## src/design/bus_status_register_defines.vh

```
`ifndef BUS_STATUS_REGISTER_DEFINES_VH
`define BUS_STATUS_REGISTER_DEFINES_VH

// register byte offsets
`define BUS_STATUS_REGISTER_OFF_OWN_ADDR 12'h000
`define BUS_STATUS_REGISTER_OFF_CONTROL 12'h004
`define BUS_STATUS_REGISTER_OFF_STATUS 12'h008
`define BUS_STATUS_REGISTER_OFF_DATA 12'h00c

// bus_control fields
`define BUS_STATUS_REGISTER_CTL_FLAG 7
`define BUS_STATUS_REGISTER_CTL_ACK_EN 6
`define BUS_STATUS_REGISTER_CTL_START 5
`define BUS_STATUS_REGISTER_CTL_STOP 4
`define BUS_STATUS_REGISTER_CTL_WCOL 3
`define BUS_STATUS_REGISTER_CTL_EN 2
`define BUS_STATUS_REGISTER_CTL_IE 0

// slave_own_address fields
`define BUS_STATUS_REGISTER_OAR_GCE 0
`define BUS_STATUS_REGISTER_GENERAL_CALL 7'h00

// reset values
`define BUS_STATUS_REGISTER_RST_OWN_ADDR 8'h00
`define BUS_STATUS_REGISTER_RST_STATUS 5'h1f
`define BUS_STATUS_REGISTER_RST_DATA 8'hff

// status codes, prescaler bits masked to zero
`define BUS_STATUS_REGISTER_ST_OWN_W 8'h60
`define BUS_STATUS_REGISTER_ST_ARB_OWN_W 8'h68
`define BUS_STATUS_REGISTER_ST_GC 8'h70
`define BUS_STATUS_REGISTER_ST_ARB_GC 8'h78
`define BUS_STATUS_REGISTER_ST_OWN_ACK 8'h80
`define BUS_STATUS_REGISTER_ST_OWN_NACK 8'h88
`define BUS_STATUS_REGISTER_ST_GC_ACK 8'h90
`define BUS_STATUS_REGISTER_ST_GC_NACK 8'h98
`define BUS_STATUS_REGISTER_ST_STOP 8'ha0
`define BUS_STATUS_REGISTER_ST_OWN_R 8'ha8
`define BUS_STATUS_REGISTER_ST_IDLE 8'hf8

`endif

```

## src/design/bus_status_register_slave_receiver.v

```verilog
// What this block does
// - match own 7-bit address, general call if enabled
// - acknowledge address only while acknowledge enable set
// - write bit enters receive, read bit sets status a8 and then ignores the bus
// - address plus write sets flag and status
// - lost arbitration then addressed reports 68 or 78
// - acknowledge enable cleared gives nack next byte
// - no address ack while disabled, monitoring continues
// - address match still works in deep sleep
// - sleep match wakes cpu, holds scl until cleared
// - data register may be stale after deep sleep
// - prescaler field masked out of status codes
// - status 60, next byte ack per enable
// - status 68, next byte ack per enable
// - status 70, next byte ack per enable
// - status 78, next byte ack per enable
// - status 80, data byte acknowledged under own address
// - status 88, clear leaves addressed state
// - leaving addressed: recognition per enable, optional start
// - statuses 90 and 98 for general call data
// - status a0 on stop or repeated start
//
// Design decisions made here: the APB interface to the registers and the placing of the registers.
`timescale 1ns/1ps
`include "bus_status_register_defines.vh"

module bus_status_register_slave_receiver (
  // clock, reset, enable
  input wire pclk,
  input wire presetn,
  input wire ce,
  // apb slave
  input wire psel,
  input wire penable,
  input wire pwrite,
  input wire [11:0] paddr,
  input wire [31:0] pwdata,
  output reg [31:0] prdata,
  output reg pready,
  output reg pslverr,
  // two-wire bus pins
  input wire scl_in,
  output reg scl_out,
  output reg scl_oe,
  input wire sda_in,
  output reg sda_out,
  output reg sda_oe,
  // system side
  input wire deep_sleep,
  input wire arb_lost,
  output reg wake_req_q,
  output reg start_pending_q
);

  localparam [2:0] S_IDLE = 3'd0;
  localparam [2:0] S_ADDR = 3'd1;
  localparam [2:0] S_ADDR_ACK = 3'd2;
  localparam [2:0] S_DATA = 3'd3;
  localparam [2:0] S_DATA_ACK = 3'd4;
  localparam [2:0] S_HOLD = 3'd5;
  localparam [2:0] S_IGNORE = 3'd6;

  // status codes in full, and the five bits that the status register keeps
  localparam [7:0] CODE8_OWN_W = `BUS_STATUS_REGISTER_ST_OWN_W;
  localparam [7:0] CODE8_ARB_OWN_W = `BUS_STATUS_REGISTER_ST_ARB_OWN_W;
  localparam [7:0] CODE8_GC = `BUS_STATUS_REGISTER_ST_GC;
  localparam [7:0] CODE8_ARB_GC = `BUS_STATUS_REGISTER_ST_ARB_GC;
  localparam [7:0] CODE8_OWN_ACK = `BUS_STATUS_REGISTER_ST_OWN_ACK;
  localparam [7:0] CODE8_OWN_NACK = `BUS_STATUS_REGISTER_ST_OWN_NACK;
  localparam [7:0] CODE8_GC_ACK = `BUS_STATUS_REGISTER_ST_GC_ACK;
  localparam [7:0] CODE8_GC_NACK = `BUS_STATUS_REGISTER_ST_GC_NACK;
  localparam [7:0] CODE8_STOP = `BUS_STATUS_REGISTER_ST_STOP;
  localparam [7:0] CODE8_OWN_R = `BUS_STATUS_REGISTER_ST_OWN_R;
  localparam [4:0] CODE_OWN_W = CODE8_OWN_W[7:3];
  localparam [4:0] CODE_ARB_OWN_W = CODE8_ARB_OWN_W[7:3];
  localparam [4:0] CODE_GC = CODE8_GC[7:3];
  localparam [4:0] CODE_ARB_GC = CODE8_ARB_GC[7:3];
  localparam [4:0] CODE_OWN_ACK = CODE8_OWN_ACK[7:3];
  localparam [4:0] CODE_OWN_NACK = CODE8_OWN_NACK[7:3];
  localparam [4:0] CODE_GC_ACK = CODE8_GC_ACK[7:3];
  localparam [4:0] CODE_GC_NACK = CODE8_GC_NACK[7:3];
  localparam [4:0] CODE_STOP = CODE8_STOP[7:3];
  localparam [4:0] CODE_OWN_R = CODE8_OWN_R[7:3];

  // pin synchronisers
  reg scl_s1_q;
  reg scl_s2_q;
  reg scl_s3_q;
  reg sda_s1_q;
  reg sda_s2_q;
  reg sda_s3_q;

  // registers
  reg [7:0] own_addr_q;
  reg flag_q;
  reg ack_en_q;
  reg start_req_q;
  reg wcol_q;
  reg en_q;
  reg ie_q;
  reg [4:0] status_q;
  reg [1:0] presc_q;
  reg [7:0] data_q;

  // bus engine
  reg [2:0] state_q;
  reg [3:0] bit_cnt_q;
  reg [7:0] shift_q;
  reg gc_q;
  reg nack_q;
  reg bus_busy_q;
  reg wake_q;

  wire scl_rise = scl_s2_q & ~scl_s3_q;
  wire scl_fall = ~scl_s2_q & scl_s3_q;
  wire start_cond = scl_s2_q & scl_s3_q & ~sda_s2_q & sda_s3_q;
  wire stop_cond = scl_s2_q & scl_s3_q & sda_s2_q & ~sda_s3_q;
  wire addressed = (state_q == S_DATA) || (state_q == S_DATA_ACK) || (state_q == S_HOLD);

  // apb decode
  wire apb_setup = psel & penable & ~pready;
  wire apb_do = psel & penable & pready;
  wire wr_ctl = apb_do & pwrite & (paddr == `BUS_STATUS_REGISTER_OFF_CONTROL);
  wire wr_oar = apb_do & pwrite & (paddr == `BUS_STATUS_REGISTER_OFF_OWN_ADDR);
  wire wr_sts = apb_do & pwrite & (paddr == `BUS_STATUS_REGISTER_OFF_STATUS);
  wire wr_dat = apb_do & pwrite & (paddr == `BUS_STATUS_REGISTER_OFF_DATA);
  wire mapped = (paddr == `BUS_STATUS_REGISTER_OFF_OWN_ADDR) || (paddr == `BUS_STATUS_REGISTER_OFF_CONTROL) ||
                (paddr == `BUS_STATUS_REGISTER_OFF_STATUS) || (paddr == `BUS_STATUS_REGISTER_OFF_DATA);
  wire flag_clr = wr_ctl & pwdata[`BUS_STATUS_REGISTER_CTL_FLAG];

  wire addr_match = (shift_q[7:1] == own_addr_q[7:1]);
  wire gc_match = (shift_q[7:1] == `BUS_STATUS_REGISTER_GENERAL_CALL) & own_addr_q[`BUS_STATUS_REGISTER_OAR_GCE];

  reg [31:0] rd_mux;
  always @* begin
    rd_mux = 32'h0000_0000;
    case (paddr)
      `BUS_STATUS_REGISTER_OFF_OWN_ADDR: rd_mux = {24'h00_0000, own_addr_q};
      `BUS_STATUS_REGISTER_OFF_CONTROL: rd_mux = {24'h00_0000, flag_q, ack_en_q, start_req_q, 1'b0,
                                   wcol_q, en_q, 1'b0, ie_q};
      `BUS_STATUS_REGISTER_OFF_STATUS: rd_mux = {24'h00_0000, status_q, 1'b0, presc_q};
      `BUS_STATUS_REGISTER_OFF_DATA: rd_mux = {24'h00_0000, data_q};
      default: rd_mux = 32'h0000_0000;
    endcase
  end

  always @(posedge pclk or negedge presetn) begin
    if (!presetn) begin
      scl_s1_q <= 1'b1;
      scl_s2_q <= 1'b1;
      scl_s3_q <= 1'b1;
      sda_s1_q <= 1'b1;
      sda_s2_q <= 1'b1;
      sda_s3_q <= 1'b1;
    end else if (ce) begin
      scl_s1_q <= scl_in;
      scl_s2_q <= scl_s1_q;
      scl_s3_q <= scl_s2_q;
      sda_s1_q <= sda_in;
      sda_s2_q <= sda_s1_q;
      sda_s3_q <= sda_s2_q;
    end
  end

  // apb slave: one wait state, unmapped offsets answer with pslverr
  always @(posedge pclk or negedge presetn) begin
    if (!presetn) begin
      prdata <= 32'h0000_0000;
      pready <= 1'b0;
      pslverr <= 1'b0;
    end else if (ce) begin
      pready <= apb_setup;
      if (apb_setup) begin
        prdata <= pwrite ? 32'h0000_0000 : rd_mux;
        pslverr <= ~mapped;
      end else begin
        pslverr <= 1'b0;
      end
    end
  end

  always @(posedge pclk or negedge presetn) begin
    if (!presetn) begin
      own_addr_q <= `BUS_STATUS_REGISTER_RST_OWN_ADDR;
      flag_q <= 1'b0;
      ack_en_q <= 1'b0;
      start_req_q <= 1'b0;
      wcol_q <= 1'b0;
      en_q <= 1'b0;
      ie_q <= 1'b0;
      presc_q <= 2'b00;
      status_q <= `BUS_STATUS_REGISTER_RST_STATUS;
      data_q <= `BUS_STATUS_REGISTER_RST_DATA;
      state_q <= S_IDLE;
      bit_cnt_q <= 4'h0;
      shift_q <= 8'h00;
      gc_q <= 1'b0;
      nack_q <= 1'b0;
      bus_busy_q <= 1'b0;
      wake_q <= 1'b0;
      wake_req_q <= 1'b0;
      start_pending_q <= 1'b0;
      scl_out <= 1'b0;
      scl_oe <= 1'b0;
      sda_out <= 1'b0;
      sda_oe <= 1'b0;
    end else if (ce) begin
      scl_out <= 1'b0;
      sda_out <= 1'b0;
      if (wr_oar) begin
        own_addr_q <= pwdata[7:0];
      end
      if (wr_sts) begin
        presc_q <= pwdata[1:0];
      end
      if (wr_ctl) begin
        ack_en_q <= pwdata[`BUS_STATUS_REGISTER_CTL_ACK_EN];
        start_req_q <= pwdata[`BUS_STATUS_REGISTER_CTL_START];
        en_q <= pwdata[`BUS_STATUS_REGISTER_CTL_EN];
        ie_q <= pwdata[`BUS_STATUS_REGISTER_CTL_IE];
      end
      // data writes are only legal while the flag is up
      if (wr_dat) begin
        if (flag_q) begin
          data_q <= pwdata[7:0];
          wcol_q <= 1'b0;
        end else begin
          wcol_q <= 1'b1;
        end
      end else if (wr_ctl & ~pwdata[`BUS_STATUS_REGISTER_CTL_WCOL]) begin
        wcol_q <= 1'b0;
      end
      if (start_cond) begin
        bus_busy_q <= 1'b1;
      end else if (stop_cond) begin
        bus_busy_q <= 1'b0;
      end
      start_pending_q <= start_req_q & en_q & ~bus_busy_q & ~addressed;
      if (flag_clr) begin
        wake_q <= 1'b0;
      end
      wake_req_q <= wake_q;
      // set wins over a software clear in the same cycle
      if (flag_clr) begin
        flag_q <= 1'b0;
      end
      if (!en_q) begin
        state_q <= S_IDLE;
        sda_oe <= 1'b0;
        scl_oe <= 1'b0;
      end else if ((start_cond || stop_cond) && state_q != S_HOLD) begin
        sda_oe <= 1'b0;
        scl_oe <= 1'b0;
        bit_cnt_q <= 4'h0;
        if (addressed) begin
          flag_q <= 1'b1;
          status_q <= CODE_STOP;
        end
        state_q <= start_cond ? S_ADDR : S_IDLE;
      end else begin
        case (state_q)
          S_IDLE: begin
            sda_oe <= 1'b0;
            scl_oe <= 1'b0;
          end
          S_ADDR, S_DATA: begin
            if (scl_rise) begin
              shift_q <= {shift_q[6:0], sda_s2_q};
              bit_cnt_q <= bit_cnt_q + 4'h1;
            end else if (scl_fall && bit_cnt_q == 4'h8) begin
              bit_cnt_q <= 4'h0;
              if (state_q == S_ADDR) begin
                // recognition runs on bus edges alone, also in deep sleep
                if ((addr_match || gc_match) && ack_en_q && !flag_q) begin
                  gc_q <= gc_match & ~addr_match;
                  nack_q <= 1'b0;
                  sda_oe <= 1'b1;
                  state_q <= S_ADDR_ACK;
                  if (deep_sleep) begin
                    wake_q <= 1'b1;
                  end
                end else begin
                  state_q <= S_IGNORE;
                end
              end else begin
                if (!deep_sleep) begin
                  data_q <= shift_q;
                end
                nack_q <= ~ack_en_q;
                sda_oe <= ack_en_q;
                state_q <= S_DATA_ACK;
              end
            end
          end
          S_ADDR_ACK: begin
            if (scl_fall) begin
              sda_oe <= 1'b0;
              if (shift_q[0]) begin
                flag_q <= 1'b1;
                status_q <= CODE_OWN_R;
                state_q <= S_IGNORE;
              end else begin
                flag_q <= 1'b1;
                scl_oe <= 1'b1;
                state_q <= S_HOLD;
                if (gc_q) begin
                  status_q <= arb_lost ? CODE_ARB_GC : CODE_GC;
                end else begin
                  status_q <= arb_lost ? CODE_ARB_OWN_W : CODE_OWN_W;
                end
              end
            end
          end
          S_DATA_ACK: begin
            if (scl_fall) begin
              sda_oe <= 1'b0;
              flag_q <= 1'b1;
              scl_oe <= 1'b1;
              state_q <= S_HOLD;
              if (gc_q) begin
                status_q <= nack_q ? CODE_GC_NACK : CODE_GC_ACK;
              end else begin
                status_q <= nack_q ? CODE_OWN_NACK : CODE_OWN_ACK;
              end
            end
          end
          S_HOLD: begin
            // clock stretched until software clears the flag
            scl_oe <= ~flag_clr;
            if (flag_clr) begin
              state_q <= nack_q ? S_IGNORE : S_DATA;
              bit_cnt_q <= 4'h0;
            end
          end
          S_IGNORE: begin
            sda_oe <= 1'b0;
            scl_oe <= 1'b0;
          end
          default: begin
            state_q <= S_IDLE;
          end
        endcase
      end
      if (state_q == S_IDLE && status_q == CODE_STOP && flag_clr) begin
        status_q <= `BUS_STATUS_REGISTER_RST_STATUS;
      end
    end
  end

endmodule // bus_status_register_slave_receiver

```

## config.mk

```make
export PLATFORM = sky130hd
export DESIGN_NAME = bus_status_register_slave_receiver
export DESIGN_NICKNAME = d
export VERILOG_FILES = /design/src/design/bus_status_register_slave_receiver.v
export VERILOG_INCLUDE_DIRS = /design/src /design/src/design
export SDC_FILE = /design/constraint.sdc
export NUM_CORES = 1
export LEC_CHECK = 0
export BUFFER_PORTS_ARGS = -buffer_cell sky130_fd_sc_hd__buf_2
export CORE_UTILIZATION = 58
export CTS_CLUSTER_DIAMETER = 30
export DETAILED_ROUTE_END_ITERATION = 6
export PLACE_DENSITY = 0.86
export SETUP_SLACK_MARGIN = 0.5
export SLEW_MARGIN = 20
export SYNTH_ARGS = -nofsm -noshare
export SYNTH_HDL_FRONTEND = slang
export SYNTH_SLANG_ARGS = --single-unit
```

## constraint.sdc

```tcl
create_clock -name pclk -period 5.4 [get_ports pclk]
set_input_delay 1.62 -clock pclk [delete_from_list [all_inputs] [get_ports pclk]]
set_output_delay 1.62 -clock pclk [all_outputs]
set_load 0.1 [all_outputs]
```

# After elaboration in Yosys (flattened, before gate mapping)
# Cells that the tools add are included.
dict set report op_classes {
  n_eq_ne 30
  addsub 1
  n_reduce_logical 39
  n_bitwise 36
  n_mux 80
}
# operator n
set ops {}
lappend ops {{8-bit two-way mux} 9}
lappend ops {{1-bit two-way mux} 40}
lappend ops {{5-bit two-way mux} 7}
lappend ops {{32-bit two-way mux} 1}
lappend ops {{8-bit case mux with 4 select lines} 1}
lappend ops {{3-bit two-way mux} 10}
lappend ops {{12-bit by 4-bit == test with 1-bit output, second input constant} 2}
lappend ops {{4-bit inequality test, second input constant} 6}
lappend ops {{1-bit AND} 22}
lappend ops {{4-bit two-way mux} 4}
lappend ops {{3-bit case mux with 5 select lines} 1}
lappend ops {{5-bit AND reduction} 3}
lappend ops {{1-bit inverter} 14}
lappend ops {{7-bit AND reduction} 2}
lappend ops {{12-bit by 3-bit == test with 1-bit output, second input constant} 1}
lappend ops {{12-bit zero test} 1}
lappend ops {{2-bit AND reduction} 6}
lappend ops {{6-bit AND reduction} 2}
lappend ops {{5-bit case mux with 2 select lines} 1}
lappend ops {{3-bit == test, second input constant} 3}
lappend ops {{3-bit by 2-bit inequality test with 1-bit output, second input constant} 3}
lappend ops {{4-bit by 2-bit inequality test with 1-bit output, second input constant} 2}
lappend ops {{4-bit by 3-bit inequality test with 1-bit output, second input constant} 2}
lappend ops {{4-bit case mux with 2 select lines} 1}
lappend ops {{other kinds (24)} 42}
dict set report totals {
  input_bits 54
  regBits 92
  out_inout_bits 40
  word_cells 216
}

# Logic depth before layout (Yosys ltp)
dict set report logic_depth {
  depth_word 14
  depth_mapped 8
  mapped_depth_nobuf 7
}

# Worst setup path after synthesis
# Ideal clock, no wire load.
dict set report synth_path {
  path_kind {input -> register}
  start {input paddr[9]}
  end {register own_addr_q[0]}
  path_buffers 0
  arrival_ns 3.378
  stages 5
  setup_time_ns 0.125
  t_required_ns 5.275
  setup_slack_ns 1.898
  path_cell_list {or4_4 > nor4_4 > nand2_1 > nor3_4 > mux2_2}
}
dict set report synth_between {
  elab_chain_len 3
}
# element line_no
set synth_rtl {}
lappend synth_rtl {{start, declared} bus_status_register_slave_receiver.v:36} ;# input wire [11:0] paddr,
lappend synth_rtl {{12-bit zero test} --}
lappend synth_rtl {{1-bit AND} bus_status_register_slave_receiver.v:124} ;# wire wr_oar = apb_do & pwrite & (paddr == `BUS_STATUS_REGISTER_OFF_OWN_ADDR);
lappend synth_rtl {{2-bit AND reduction (no line)} --}
lappend synth_rtl {{end signal, assigned} bus_status_register_slave_receiver.v:184} ;# own_addr_q <= `BUS_STATUS_REGISTER_RST_OWN_ADDR;
lappend synth_rtl {{end signal, assigned} bus_status_register_slave_receiver.v:211} ;# own_addr_q <= pwdata[7:0];
lappend synth_rtl {{end, declared} bus_status_register_slave_receiver.v:94} ;# reg [7:0] own_addr_q;
# Every way passes these cells.
# A chain may end at the register's enable or synchronous reset.

# Final worst setup path
dict set report layout_path {
  start {input paddr[9]}
  end {register own_addr_q[3]}
}
# The elaborated chain is that of the path after synthesis.

==> results.md <==
- Status: finished, violations left
- Failing checks: DRC
- DP Area: 4050 um^2
- Multi-input logic area: 1970 um^2
- Max frequency: 276 MHz
- DR iter-0 viols: 409
- Worst setup SP type: primary input
- Critical Path AT: 3.87 ns
- Synthesis-to-finish area growth: 10.0%
- H-tree depth: 3
- GP Congestion: roughly 0.92
- Crit Path Class: in -> reg
- Dpl cells: 472
- WP buf/inv: 1
- Slowest Stage Delay on Critical Path: 0.56 ns
- Vias: 3113
- Layout cell share with drive strength beyond 1: 33.1%
- Min Tclk post-route: 3.63 ns
- HP Class: reg -> reg
- Max_cap viols: 0
- CTS tree: done
- Setup-failing EPs final: 0
- Clock transition at the registers of the reported paths: 0.08 ns
- Initial antenna violation count: 0
- Final ANT Viol Nets: 0
- CP endpoint kind: flip-flop
- RSZ-0062 raised after global routing: no
- Mean Syn Cell Area: around 11 um^2
- Routed len/inst: around 18 um
- Worst Clk Skew: 0.00892 ns
- Slew HR: 34.5%
- Top Family by Delay on Critical Path: simple AND/OR/NAND/NOR gates
- Register area: between 1500 and 2000 um^2
- CTS max path bufs: 2
- Die area: 7050 um^2
- Worst R2R End: data_q[5]
- Required time of the critical path: around 5.7 ns
- Skew-Pair Late Insertion Delay: 0.36 ns
- Slew Limit Fails: 0
- Ys flop type: dfrtp_1
- Final non-filler cell total: 488
- Root Buffer: clkbuf_8
- Vias/cell: 6.38
- First drt pass iteration count: 7
- Core area: 6420 um^2
- Leakage power: 0.00199 uW
- Clock Sinks: between 60 and 70
- Rows: 29
- Total Neg Setup Slack: 0 ns
- Maximum vdd drop: ~0.00015 V
- Antenna cells: 0
- Worst R2R Setup Slack: 2.49 ns
- HPWL Detailed: 6.08 mm
- Synth top area share: a little under a third
- Area of the mapped netlist: 3900 um^2
- Chip Height: 84.0 um
- CP max FO: 8
- Pwr Total: approximately 1200 uW
- Worst path cell trace: buf_2 -> or4_4 -> nor4_4 -> nand2_1 -> nor3_4 -> mux2_2
- Die width: 84.0 um
- Largest net degree at the start of global routing: 46
- Yosys reg bits: between 60 and 70
- Post-CTS setup buffer count: 0
- Number of synthesized flops with an enable pin: 0
- RR Startpoint: state_q[0]
- Design Area, Final: 4290 um^2
- Cell count of the worst reg-to-reg path: 6
- Initial Utilization: 60.7%
- Origin of the worst setup path: paddr[9]
- WP depth: 6
- Yosys warnings: 0
- Critical path capture point: own_addr_q[3]
- DRT Wirelength: 9.00 mm
- Syn Inst Count: 369
- Global route overflow: 0
- Crit-path slowest cell: or4_4
- First-pass GRT wire length: about 15 mm
- Port-buffer cells: 43
- Nets: 462
- Fin crit share: 67.1%
- Number of distinct library cells after synthesis: 64
- Synth cell count leaders: dfrtp_1 (49), mux2_2 (37), buf_4 (28), nor2_1 (23), nand2_1 (22)
- Fill cells: 472
- Vias in the first global route: 3012
- Asr flop ratio synth: 100%
- Total GRT Usage: 27.0%
- CTS resizes: 0
- CTS buffer count: 9
- Area leader, netlist: dfrtp_1
- Hold Buf Count CTS: 0
- Worst Tran Pin Value: 0.983 ns
- # DRC: 23
- Synth area leaders: dfrtp_1 (31%), dfstp_2 (13%), mux2_2 (11%), buf_4 (5.4%), mux4_2 (2.9%)
- Post-synthesis sequential area ratio: 44.3%
- Min-delay src: wake_q
- Count leader, synth: dfrtp_1
- Pwr Density: between 200 and 300 nW/um^2
- Final hold slack: approximately 0.48 ns
- I/O pin count: 94
- Hold Vio Cnt, Final: 0
cell usage in the layout, fill, tap and decap left out, types with 4 or more instances in the layout:
cell / count
dfrtp_1: 49
buf_2: 43
mux2_2: 37
conb_1: 26
nor2_1: 23
nand2_1: 22
o21ai_0: 21
dfstp_2: 19
a21oi_1: 14
o22ai_1: 10
a22o_1: 10
nand3_1: 9
clkbuf_8: 9
inv_1: 8
nand2b_1: 7
xnor2_1: 6
nor3_1: 6
o31ai_1: 5
mux4_2: 5
nor2b_1: 4
nor4_1: 4
a31oi_1: 4
worst reg2reg max path: cells and delay by family, from the launching register on:
| kind | cells | cell delay, ns |
|---|---|---|
| flops | 1 | 0.76 |
| compound gates | 3 | 0.53 |
| simple gates | 3 | 1.54 |
metal layers:
layer	up-vias	global-route usage (%)	routed length, um
met4	0	13.8	233
met1	1489	35.5	3710
met3	27	6.23	765
met2	203	42.1	4290
met5	-	0	0
li1	1394	-	-
worst min-delay path by stage:
stage	slack [ns]	endpoint	depth (start not counted)
after global routing	0.52	sda_oe	1
after global placement	0.46	wake_q	1
after detailed placement	0.47	wake_q	1
after floorplan	0.44	wake_q	1
final	0.48	wake_q	1
after CTS	0.48	wake_q	1
sequential cells by signal (all words and copies together) (netlist names), 2 cells and up:
register    flops
bit_cnt_q       4
data_q          8
own_addr_q      8
prdata          8
presc_q         2
shift_q         8
state_q         3
status_q        5
stage by stage:
| stage | util (%) | worst slack (ns) |
|---|---|---|
| floorplan | - | 1.90 |
| global placement | 63.1 | 1.49 |
| detailed placement | 63.1 | 1.45 |
| CTS | 66.8 | 1.81 |
| global route | 66.8 | 1.68 |
| finish | 66.8 | 1.77 |
final cells by class:
| class | count | share of cell area, % |
|---|---|---|
| Multi-Input combinational cell | 274 | 45.9 |
| Clock inverter | 6 | 2.62 |
| Timing Repair Buffer | 45 | 5.37 |
| Sequential cell | 68 | 40.2 |
| Clock buffer | 10 | 2.97 |
| Tap cell | 77 | 2.25 |
| Inverter | 8 | 0.700 |
logic make-up after synthesis:
logic type | after synthesis | synth area share (%)
other | 1 | 0.0962
XOR/XNOR | 9 | 2.02
adder cells (fa/ha/maj) | 3 | 0.898
AND/OR/NAND/NOR | 105 | 15.7
AO/OA/AOI/OAI | 86 | 14.9
buffers and inverters | 52 | 7.83
multiplexers | 45 | 14.3
flip-flops | 68 | 44.3
power breakdown:
group | leakage, uW | total [uW] | switching [uW] | internal (uW)
clock network | 0.000120 | 512 | 204 | 308
logic | 0.00101 | 177 | 144 | 32.9
registers | 0.000860 | 534 | 10.8 | 524
total | 0.00199 | 1220 | 360 | 864
No activity file was read; power rests on OpenSTA's default activity.
